`src/hw/mux_pkg.sv`:
```
// ==============================================
// shared constants and types
// ==============================================
package mux_pkg;
    // lane count and divider shape
    localparam int WORD_W     = 16;       // parallel lanes per word
    localparam int DIV_STAGES = 6;        // four /2 stages plus two for /64
    localparam int C16_STAGE  = 3;        // stage output at full rate / 16
    localparam int C64_STAGE  = 5;        // stage output at full rate / 64
    localparam int FB_PERIOD  = 16;       // feedback period in full-rate ticks
    localparam int LOCK_GOOD  = 8;        // matching compares before lock
    localparam int SYNC_W     = 18;       // lanes plus two reference pins

    // register map, byte addresses
    localparam logic [3:0] CTRL_OFS = 4'h0;
    localparam logic [3:0] STAT_OFS = 4'h4;
    localparam int         CTRL_W   = 7;
    localparam int         STAT_W   = 5;
    // aux off, counter clk, 11.8 band, /16 out, driver on, 100 ohm, lane0 first
    localparam logic [6:0] CTRL_RST = 7'h2b;

    // control register layout, bit 0 at the bottom
    typedef struct packed {
        logic first_lane15;   // bit 6: lane 15 leaves first
        logic term_single;    // bit 5: 1 = 100 ohm diff, 0 = 50 ohm single
        logic fast_off;       // bit 4: full-rate clock driver off
        logic div16_sel;      // bit 3: slow output /16 when 1, /64 when 0
        logic band_11g0;      // bit 2: 11.0 GHz oscillator when 1
        logic counter_clk;    // bit 1: 1 = counter, 0 = forward clocking
        logic aux_dis;        // bit 0: secondary loop off
    } ctrl_type;

    // clocking arrangements
    typedef enum logic [2:0] {
        MODE_DEFAULT = 3'b001,
        MODE_FORWARD = 3'b010,
        MODE_COUNTER = 3'b100
    } mode_type;

    // status register layout
    typedef struct packed {
        mode_type mode;        // bits 4:2
        logic     aux_locked;  // bit 1
        logic     main_locked; // bit 0
    } stat_type;
endpackage

```
`src/hw/loop_lock_detect.sv`:
```
`timescale 1ns/100ps
// ==============================================
// phase and frequency match detector
// ==============================================
module loop_lock_detect #(
    parameter int PERIOD = 16,
    parameter int GOOD_N = 8
) (
    input  wire logic ref_clk,
    input  wire logic sys_rst,
    input  wire logic clk_en,
    input  wire logic enable,     // loop powered
    input  wire logic restart,    // configuration changed
    input  wire logic ref_edge,   // reference rising edge pulse
    input  wire logic fb_edge,    // feedback rising edge pulse
    output logic      locked
);
    logic [7:0] per_ff, nxt_per;       // ticks since reference edge
    logic [7:0] ph_ff, nxt_ph;         // ticks since feedback edge
    logic [7:0] last_ph_ff, nxt_last;  // phase at previous compare
    logic [3:0] good_ff, nxt_good;     // consecutive matches
    logic       good;

    // ==============================================
    // compare at every reference edge
    // ==============================================
    always_comb begin
        good     = (per_ff == 8'(PERIOD - 1)) && (ph_ff == last_ph_ff);
        nxt_per  = (ref_edge || per_ff == 8'hff) ? 8'h00 : per_ff + 8'h01;
        nxt_ph   = (fb_edge || ph_ff == 8'hff) ? 8'h00 : ph_ff + 8'h01;
        nxt_last = ref_edge ? ph_ff : last_ph_ff;
        nxt_good = good_ff;
        if (!enable || restart) begin
            nxt_good = 4'h0;                     // off loop never locked
        end else if (ref_edge) begin
            if (!good)
                nxt_good = 4'h0;                 // any slip drops lock
            else if (good_ff != 4'(GOOD_N))
                nxt_good = good_ff + 4'h1;
        end else if (per_ff == 8'(2 * PERIOD)) begin
            nxt_good = 4'h0;                     // reference went missing
        end
    end

    always_ff @(posedge ref_clk or posedge sys_rst) begin
        if (sys_rst) begin
            per_ff     <= 8'h00;
            ph_ff      <= 8'h00;
            last_ph_ff <= 8'h00;
            good_ff    <= 4'h0;
        end else if (clk_en) begin
            per_ff     <= nxt_per;
            ph_ff      <= nxt_ph;
            last_ph_ff <= nxt_last;
            good_ff    <= nxt_good;
        end
    end

    assign locked = (good_ff == 4'(GOOD_N));
endmodule

```
`src/hw/mux16_serializer_clocking.sv`:
```
// Local design decisions: register access over Avalon-MM and the placing of the registers.
`timescale 1ns/100ps
module mux16_serializer_clocking (
    input  wire logic        ref_clk,
    input  wire logic        sys_rst,
    input  wire logic        clk_en,
    input  wire logic [3:0]  avs_address,
    input  wire logic        avs_read,
    input  wire logic        avs_write,
    input  wire logic [31:0] avs_writedata,
    output logic [31:0]      avs_readdata,
    output logic             avs_waitrequest,
    input  wire logic [15:0] par_in_lane,
    input  wire logic        system_ref_in,
    input  wire logic        fwd_ref_in,
    output logic             serial_out,
    output logic             fast_clk_out,
    output logic             fast_drv_en,
    output logic             slow_clk_out,
    output logic             cleaned_ref_out,
    output logic             main_loop_locked,
    output logic             aux_loop_locked,
    output logic             vco_11g0_pwr,
    output logic             vco_11g8_pwr,
    output logic             aux_loop_pwr,
    output logic             term_diff_100
);
    // ==============================================
    // decode of the clocking arrangement
    // ==============================================
    // used by the loop steering and by the status read
    function automatic mux_pkg::mode_type decode_mode(input mux_pkg::ctrl_type c);
        if (c.aux_dis)
            decode_mode = mux_pkg::MODE_DEFAULT;
        else if (c.counter_clk)
            decode_mode = mux_pkg::MODE_COUNTER;
        else
            decode_mode = mux_pkg::MODE_FORWARD;
    endfunction

    // ==============================================
    // declarations
    // ==============================================
    localparam int SW = mux_pkg::SYNC_W;

    mux_pkg::ctrl_type ctrl_ff, nxt_ctrl;     // software control bits
    mux_pkg::stat_type stat;                  // live status view
    mux_pkg::mode_type mode;                  // decoded arrangement
    logic              ack_ff, nxt_ack;       // bus answer cycle
    logic [31:0]       rdata_ff, nxt_rdata;   // read data holding
    logic              restart_ff, nxt_restart; // config just changed
    logic              bus_req;               // read or write pending
    logic              ctrl_hit;              // write accepted to control

    logic [SW-1:0]     s1_ff, s2_ff, s3_ff;   // pin synchronisers
    logic [SW-1:0]     filt_ff, nxt_filt;     // agreed pin levels
    logic [1:0]        rprev_ff, nxt_rprev;   // previous reference levels
    logic              sys_edge, fwd_edge;    // reference rising edges

    logic [mux_pkg::DIV_STAGES-1:0] div_ff, nxt_div; // divider chain
    logic              c16_rise, c16_fall;    // word clock edges
    logic [3:0]        aux_ff, nxt_aux;       // aux oscillator phase
    logic              aux_snap;              // aux reference edge
    logic              aux_edge;              // aux output rising edge
    logic              main_ref_edge;         // selected main reference

    logic              slow_ff, nxt_slow;     // low-speed clock out
    logic              clean_ff, nxt_clean;   // aux clock out
    logic              fast_ff, nxt_fast;     // full-rate clock out

    // ==============================================
    // register bus slave
    // ==============================================
    // every access waits exactly one cycle, then completes
    assign bus_req         = avs_read | avs_write;
    assign avs_waitrequest = bus_req & ~ack_ff;
    assign ctrl_hit        = avs_write & ack_ff & (avs_address == mux_pkg::CTRL_OFS);
    assign mode            = decode_mode(ctrl_ff);
    assign stat            = '{mode: mode, aux_locked: aux_loop_locked,
                               main_locked: main_loop_locked};

    // bus next state
    always_comb begin
        nxt_ack     = bus_req & ~ack_ff;
        nxt_rdata   = rdata_ff;
        nxt_ctrl    = ctrl_ff;
        nxt_restart = 1'b0;
        if (avs_read && !ack_ff) begin
            case (avs_address)
                mux_pkg::CTRL_OFS: nxt_rdata = {25'h0, ctrl_ff};
                mux_pkg::STAT_OFS: nxt_rdata = {27'h0, stat};
                default:           nxt_rdata = 32'h0; // unmapped reads zero
            endcase
        end
        if (ctrl_hit) begin
            nxt_ctrl = mux_pkg::ctrl_type'(avs_writedata[mux_pkg::CTRL_W-1:0]);
            // a changed setting restarts lock so users must wait again
            nxt_restart = (nxt_ctrl != ctrl_ff);
        end
    end

    // bus registers
    always_ff @(posedge ref_clk or posedge sys_rst) begin
        if (sys_rst) begin
            ack_ff     <= 1'b0;
            rdata_ff   <= 32'h0;
            ctrl_ff    <= mux_pkg::CTRL_RST;
            restart_ff <= 1'b0;
        end else if (clk_en) begin
            ack_ff     <= nxt_ack;
            rdata_ff   <= nxt_rdata;
            ctrl_ff    <= nxt_ctrl;
            restart_ff <= nxt_restart;
        end
    end

    assign avs_readdata = rdata_ff;

    // ==============================================
    // pin synchronisers
    // ==============================================
    // a level counts once stages two and three agree, so a single
    // metastable sample never reaches the serializer
    genvar gi;
    generate
        for (gi = 0; gi < SW; gi++) begin : g_sync
            always_comb begin
                nxt_filt[gi] = (s2_ff[gi] == s3_ff[gi]) ? s3_ff[gi] : filt_ff[gi];
            end
        end
    endgenerate

    // synchroniser chain
    always_ff @(posedge ref_clk or posedge sys_rst) begin
        if (sys_rst) begin
            s1_ff   <= '0;
            s2_ff   <= '0;
            s3_ff   <= '0;
            filt_ff <= '0;
        end else if (clk_en) begin
            s1_ff   <= {fwd_ref_in, system_ref_in, par_in_lane};
            s2_ff   <= s1_ff;
            s3_ff   <= s2_ff;
            filt_ff <= nxt_filt;
        end
    end

    // reference edge detection on agreed levels
    always_comb begin
        nxt_rprev = filt_ff[SW-1:SW-2];
        sys_edge  = filt_ff[SW-2] & ~rprev_ff[0];
        fwd_edge  = filt_ff[SW-1] & ~rprev_ff[1];
    end

    always_ff @(posedge ref_clk or posedge sys_rst) begin
        if (sys_rst)
            rprev_ff <= 2'b00;
        else if (clk_en)
            rprev_ff <= nxt_rprev;
    end

    // ==============================================
    // divider chain
    // ==============================================
    // each stage toggles when every stage below is high, the
    // synchronous form of a ripple of divide-by-two cells
    generate
        for (gi = 0; gi < mux_pkg::DIV_STAGES; gi++) begin : g_div
            if (gi == 0) begin : g_first
                always_comb begin
                    nxt_div[gi] = ~div_ff[gi];
                end
            end else begin : g_next
                always_comb begin
                    nxt_div[gi] = div_ff[gi] ^ (&div_ff[gi-1:0]);
                end
            end
        end
    endgenerate

    always_ff @(posedge ref_clk or posedge sys_rst) begin
        if (sys_rst)
            div_ff <= '0;
        else if (clk_en)
            div_ff <= nxt_div;
    end

    // word clock edges, one tick ahead of the stage change
    assign c16_rise = ~div_ff[mux_pkg::C16_STAGE] & (&div_ff[mux_pkg::C16_STAGE-1:0]);
    assign c16_fall = &div_ff[mux_pkg::C16_STAGE:0];

    // ==============================================
    // secondary loop oscillator
    // ==============================================
    // the aux phase snaps to its reference edge and free-runs
    // between, so a jittery forwarded clock comes out clean
    always_comb begin
        case (mode)
            mux_pkg::MODE_FORWARD: aux_snap = fwd_edge;
            mux_pkg::MODE_COUNTER: aux_snap = c16_rise;
            mux_pkg::MODE_DEFAULT: aux_snap = 1'b0;
            default:               aux_snap = 1'b0;
        endcase
        if (mode == mux_pkg::MODE_DEFAULT)
            nxt_aux = 4'h0;                  // powered off
        else if (aux_snap)
            nxt_aux = 4'h0;
        else
            nxt_aux = aux_ff + 4'h1;
        aux_edge = (mode != mux_pkg::MODE_DEFAULT) && (aux_ff == 4'h7);
    end

    always_ff @(posedge ref_clk or posedge sys_rst) begin
        if (sys_rst)
            aux_ff <= 4'h0;
        else if (clk_en)
            aux_ff <= nxt_aux;
    end

    // ==============================================
    // lock detectors
    // ==============================================
    // forward mode feeds the cleaned clock to the main loop
    assign main_ref_edge = (mode == mux_pkg::MODE_FORWARD) ? aux_edge : sys_edge;

    // main loop: reference against the word clock
    loop_lock_detect #(
        .PERIOD (mux_pkg::FB_PERIOD),
        .GOOD_N (mux_pkg::LOCK_GOOD)
    ) u_main_lock (
        .ref_clk  (ref_clk),
        .sys_rst  (sys_rst),
        .clk_en   (clk_en),
        .enable   (1'b1),
        .restart  (restart_ff),
        .ref_edge (main_ref_edge),
        .fb_edge  (c16_rise),
        .locked   (main_loop_locked)
    );

    // aux loop: its own phase against its reference
    loop_lock_detect #(
        .PERIOD (mux_pkg::FB_PERIOD),
        .GOOD_N (mux_pkg::LOCK_GOOD)
    ) u_aux_lock (
        .ref_clk  (ref_clk),
        .sys_rst  (sys_rst),
        .clk_en   (clk_en),
        .enable   (mode != mux_pkg::MODE_DEFAULT),
        .restart  (restart_ff),
        .ref_edge (aux_snap),
        .fb_edge  (aux_edge),
        .locked   (aux_loop_locked)
    );

    // ==============================================
    // serializer
    // ==============================================
    word_serializer #(
        .W (mux_pkg::WORD_W)
    ) u_ser (
        .ref_clk      (ref_clk),
        .sys_rst      (sys_rst),
        .clk_en       (clk_en),
        .load         (c16_fall),
        .first_lane15 (ctrl_ff.first_lane15),
        .word         (filt_ff[mux_pkg::WORD_W-1:0]),
        .serial_out   (serial_out)
    );

    // ==============================================
    // clock outputs
    // ==============================================
    // full-rate clock toggles per bit; fast_off holds it low and gates the driver,
    // data keeps flowing with it off
    always_comb begin
        nxt_fast  = ctrl_ff.fast_off ? 1'b0 : ~fast_ff;
        nxt_slow  = ctrl_ff.div16_sel ? nxt_div[mux_pkg::C16_STAGE]
                                      : nxt_div[mux_pkg::C64_STAGE];
        nxt_clean = (mode == mux_pkg::MODE_DEFAULT) ? 1'b0 : nxt_aux[3];
    end

    always_ff @(posedge ref_clk or posedge sys_rst) begin
        if (sys_rst) begin
            fast_ff  <= 1'b0;
            slow_ff  <= 1'b0;
            clean_ff <= 1'b0;
        end else if (clk_en) begin
            fast_ff  <= nxt_fast;
            slow_ff  <= nxt_slow;
            clean_ff <= nxt_clean;
        end
    end

    assign fast_clk_out    = fast_ff;
    assign slow_clk_out    = slow_ff;
    assign cleaned_ref_out = clean_ff;

    // ==============================================
    // static power and termination controls
    // ==============================================
    assign fast_drv_en   = ~ctrl_ff.fast_off;
    assign vco_11g0_pwr  = ctrl_ff.band_11g0;
    assign vco_11g8_pwr  = ~ctrl_ff.band_11g0;
    assign aux_loop_pwr  = ~ctrl_ff.aux_dis;
    assign term_diff_100 = ctrl_ff.term_single;
endmodule

```
`src/hw/word_serializer.sv`:
```
`timescale 1ns/100ps
// ==============================================
// 16 to 1 shift serializer
// ==============================================
module word_serializer #(
    parameter int W = 16
) (
    input  wire logic         ref_clk,
    input  wire logic         sys_rst,
    input  wire logic         clk_en,
    input  wire logic         load,         // word clock falling edge
    input  wire logic         first_lane15, // order select
    input  wire logic [W-1:0] word,         // bit i is lane i
    output logic              serial_out
);
    logic [W-1:0] sh_ff, nxt_sh;   // bits still to leave
    logic         ser_ff, nxt_ser; // registered serial bit
    logic [W-1:0] ordered;         // first bit at the top

    // ==============================================
    // load on word edge, shift one bit a tick
    // ==============================================
    always_comb begin
        for (int i = 0; i < W; i++)
            ordered[i] = first_lane15 ? word[i] : word[W-1-i];
        if (load) begin
            nxt_ser = ordered[W-1];
            nxt_sh  = {ordered[W-2:0], 1'b0};
        end else begin
            nxt_ser = sh_ff[W-1];
            nxt_sh  = {sh_ff[W-2:0], 1'b0};
        end
    end

    always_ff @(posedge ref_clk or posedge sys_rst) begin
        if (sys_rst) begin
            sh_ff  <= '0;
            ser_ff <= 1'b0;
        end else if (clk_en) begin
            sh_ff  <= nxt_sh;
            ser_ff <= nxt_ser;
        end
    end

    assign serial_out = ser_ff;
endmodule

```
`config.mk`:
```
export PLATFORM = sky130hd
export DESIGN_NAME = mux16_serializer_clocking
export DESIGN_NICKNAME = d
export VERILOG_FILES = /design/src/hw/mux_pkg.sv /design/src/hw/loop_lock_detect.sv /design/src/hw/mux16_serializer_clocking.sv /design/src/hw/word_serializer.sv
export SDC_FILE = /design/constraint.sdc
export NUM_CORES = 1
export LEC_CHECK = 0
export ABC_AREA = 1
export BUFFER_PORTS_ARGS = -buffer_cell sky130_fd_sc_hd__buf_2
export CORE_ASPECT_RATIO = 1.1
export CORE_MARGIN = 2
export CORE_UTILIZATION = 63
export CTS_BUF_LIST = sky130_fd_sc_hd__clkbuf_8 sky130_fd_sc_hd__clkbuf_16
export DETAILED_ROUTE_END_ITERATION = 7
export GPL_TIMING_DRIVEN = 0
export PLACE_DENSITY = 0.87
export RECOVER_POWER = 25
export SKIP_LAST_GASP = 1
export SYNTH_ARGS = -nofsm -noshare
export SYNTH_HDL_FRONTEND = slang
export SYNTH_HIERARCHICAL = 1
export SYNTH_SLANG_ARGS = --single-unit
```
`constraint.sdc`:
```
create_clock -name ref_clk -period 8.5 [get_ports ref_clk]
set_clock_uncertainty 0.2 [all_clocks]
set_input_delay 0.425 -clock ref_clk [delete_from_list [all_inputs] [get_ports ref_clk]]
set_output_delay 0.425 -clock ref_clk [all_outputs]
set_load 0.1 [all_outputs]
```
# Yosys cells after proc, flatten, opt, wreduce, memory -nomap -nowiden
# Cells that the tools add are included.
# totals
reg_bits	201
out_inout_bits	44
# classes
bitwise_logic	21
n_eq_ne	41
reduce_logical	42
mux	43
n_addsub	7
# op_table
op	n
4-bit 2-to-1 mux	12
2-bit AND reduction	23
8-bit by 1-bit adder with 8-bit output, second input constant	4
8-bit == test, second input constant	4
8-bit 2-to-1 mux	4
1-bit 2-to-1 mux	22
1-bit == test	18
8-bit by 4-bit == test with 1-bit output, second input constant	2
8-bit by 6-bit == test with 1-bit output, second input constant	2
8-bit == test	2
16-bit 2-to-1 mux	1
4-bit inequality test, second input constant	4
7-bit case mux with 2 select lines	1
4-bit by 1-bit adder with 4-bit output, second input constant	3
1-bit inverter	9
3-bit AND reduction	3
4-bit by 3-bit == test with 1-bit output, second input constant	2
4-bit == test, second input constant	2
7-bit inequality test	1
1-bit bitwise AND	6
3-bit 2-to-1 mux	2
3-bit nonzero test	2
1-bit logical OR	5
5-bit AND reduction	1
other kinds (11)	19

# Longest topological paths before layout
# depth
word_depth	7
ltp_mapped	11
ltp_nobuf	11

# Modules after synthesis
# Netlist, hierarchy kept.
# modules_own_cells
mod	cells_each	seq_area_each_um2	area_each_um2	instances
mux16_serializer_clocking	502	2557.5	4513.1	1
loop_lock_detect	214	700.7	1605.3	2
word_serializer	140	400.4	979.7	1

# Least setup slack after synthesis
# No wires, ideal clock.
# synth_path
path_type	flip-flop to output port
start	register u_aux_lock.good_ff[0]
end	output port aux_loop_locked
path_stages_with_launch	5
required_time_ps	7875
slack_ps	5141
t_arrival_ps	2734
path_cell_list	dfrtp_1 -> inv_1 -> ha_1 -> inv_1 -> nor3_1
# synth_between
elab_chain_len	1
# synth_lines
element	line	text
from (decl)	loop_lock_detect.sv:21	logic [3:0] good_ff, nxt_good;
from (signal assigned)	loop_lock_detect.sv:55	good_ff <= nxt_good;
4-bit == test	loop_lock_detect.sv:59	assign locked = (good_ff == 4'(GOOD_N));
to (decl)	mux16_serializer_clocking.sv:22	output logic aux_loop_locked,
# Every way passes these cells.

# Final worst setup path
# Same ends and word-level chain as after synthesis.

==> qor.csv <==
metric;value;unit
# rows;45;
Period minus WS final;2.654;ns
Area contributors post-synth;dfrtp_1, nand2_1, o21ai_0;
max-slew violations;50;
Final Util;73.64;%
initial antenna violation count;1;
drt pass-1 iters;7;
number of top-level pins;103;
CTS tree;done;
Yosys reg bits;174;
WL final;19810;µm
status;complete, but fails checks;
post-cts resize count;0;
critical path endpoint category;output pin;
nets;1253;
1st-iter DRT viols;571;
WL/cell;14.34;µm
cell repeated most along the worst path;inv_1;
CP Max Fanout;4;
later-pin clock latency in the skew report;0.43;ns
YS warnings;6;
CP max stage delay;0.52;ns
Initial Utilization;63.88;%
Mapped Cells;1070;
Vias/cell;5.360;
PD cells;280.0;nW/µm²
Vias;7402;
Max-slew headroom;-53.24;%
setup TNS;0;ns
Core ar.;13630;µm²
largest net degree at the start of global routing;54;
die area;14770;µm²
sequential share of the synthesized area;50.09;%
Area Growth Syn to Fin;15.28;%
CP Cell Sequence;inv_1 -> ha_1 -> inv_1 -> nor3_1 -> buf_2;
CTS H-Tree Depth;4;
dpl ws;5.982;ns
Post-CTS Setup Inserts;0;
Placed Cells;1335;
Required @ worst endpoint;7.88;ns
CTS Buf Count;17;
first-pass GRT wire length;33130;µm
final setup fails;0;
die height;127.3;µm
DRC errors left;0;
Pleak;0.005005;µW
PortBufs;52;
GR Util All Layers;28.60;%
Final Worst Setup Slack;5.846;ns
RSZ-0062 raised after global routing;no;
worst min path class;primary input to flop;
CTS Root Cell;clkbuf_16;
Final Cycle Share;31.22;%
top_reg_cell synth;dfrtp_1;
CTS max path bufs;2;
Synth area leader;dfrtp_1;
ys async rst share;100.0;%
antenna viol nets, final;0;
share of the synthesized area in the top cell type;48.88;%
fraction of layout cells with a size suffix above 1;14.01;%
Netlist cell types;42;
gpl congestion;0.8765;
vias in the first global route;7172;
Synth Cell Area;8703;µm²
startpoint types;flop;
critical path arrival;2.03;ns
Setup CP Type;flop to output pin;
Mean Syn Cell Area;8.134;µm²
CP max stage cell;buf_2;
max cap viols;1;
Post-DP HPWL;13490;µm
Worst Tran Pin Value;2.286;ns
Die W;116.1;µm
Num Clock Sinks;174;
Max Clk Rate;0.3768;GHz
non-filler cells, final;1381;
CTS Hold Bufs;13;
Congestion Overflow GR;0;
Post-synth EDFFs;0;
Final Hold Viols;0;
maximum vdd ir drop;0.0002051;V
CTS clock-pin slew for the worst setup and hold paths;0.07;ns
failing checks;capacitance limit, slew limit;
critical path, delay by kind of cell, from the launching register on:
family | cells | cell delay, ns
adders and majority gates | 1 | 0.14
buffers and inverters | 3 | 0.65
DFF | 1 | 0.42
and+or+nand+nor | 1 | 0.39
cells in the mapped netlist (7+ instances only):
cell type  instances
dfrtp_1          170
o211ai_1          16
nor3_1             8
nand3_1           62
nand4_1            7
a21oi_1           49
o21ai_0          101
ha_1              15
buf_2             13
buf_4             31
inv_1            112
xor2_1            17
nand2_1          290
nor2_1           101
power by group:
group / internal (µW) / switching (µW)
Combinational: 249 / 557
Clock: 476 / 340
Sequential: 1010 / 173
Total: 1740 / 1070
metrics by stage:
| stage | power (µW) | cell area (µm²) | hold WS, ns |
|---|---|---|---|
| finish | 2810 | 10030 | 0.007576 |
| global route | 2974 | 10030 | 0.03462 |
| detailed placement | 1971 | 9319 | 0.2587 |
| CTS | 2811 | 10070 | 0.001348 |
| floorplan | 1793 | 8793 | 0.1387 |
| global placement | 1931 | 9289 | 0.2535 |
path summary, 6_finish.rpt:
check / start / endpoint / slack, ns / cells past startpoint
worst max register to register: div_ff[0] / u_aux_lock/last_ph_ff[5] / 5.89 / 8
max in group asynchronous: sys_rst / div_ff[5] / 6.02 / 3
worst min-delay path: par_in_lane[8] / s1_ff[8] / 0.008 / 3
worst min register to register: div_ff[0] / div_ff[0] / 0.28 / 1
min in group asynchronous: sys_rst / u_ser/serial_out / 0.49 / 3
worst max-delay path: u_aux_lock/good_ff[0] / aux_loop_locked / 5.85 / 5
logic make-up after synthesis:
kind of cell	after synthesis	share of synthesized area, %
buffers and inverters	179	9.804
XOR/XNOR	21	2.113
AND/OR/NAND/NOR	497	24.32
flip-flops	174	50.09
adder cells (fa/ha/maj)	15	2.156
other	2	0.08629
AO/OA/AOI/OAI	182	11.43
flip-flops by register name, indices dropped and copies added (netlist names), 2 cells and up:
name                    count
u_main_lock/ph_ff           8
u_main_lock/per_ff          8
u_aux_lock/per_ff           8
u_aux_lock/last_ph_ff       8
div_ff                      6
s1_ff                      18
aux_ff                      4
s3_ff                      18
rprev_ff                    2
avs_readdata                7
u_aux_lock/ph_ff            8
s2_ff                      18
u_main_lock/good_ff         4
u_aux_lock/good_ff          4
u_main_lock/last_ph_ff      8
filt_ff                    18
ctrl_ff                     5
u_ser/sh_ff                15
placed cells by master (no fill, tap or decap), types with 17 or more instances in the layout:
cell	instances
inv_1	112
buf_2	58
nand2_1	290
buf_4	30
o21ai_0	101
nand3_1	64
conb_1	26
xor2_1	17
dfrtp_1	170
nor2_1	101
a21oi_1	49
clkbuf_16	17
layer usage:
| metal | vias to the layer above | wire (µm) | GRT usage (%) |
|---|---|---|---|
| met5 | - | 0 | 0 |
| met4 | 0 | 535 | 12.39 |
| met3 | 54 | 1170 | 5.930 |
| met2 | 255 | 10080 | 48.43 |
| met1 | 3492 | 8025 | 35.50 |
| li1 | 3601 | - | - |
final cells by class:
cell class,count,area (µm²)
clock buffers,18,439.2
flip-flops and latches,174,4359
diodes,1,2.502
multi-input cells,741,3556
repair buffers,66,415.4
well taps,188,235.2
fillers,955,3592
inverters,122,467.9
plain buffers,57,376.6
clock inverters,14,181.4
Note: power is estimated with default switching activity, not from simulation.
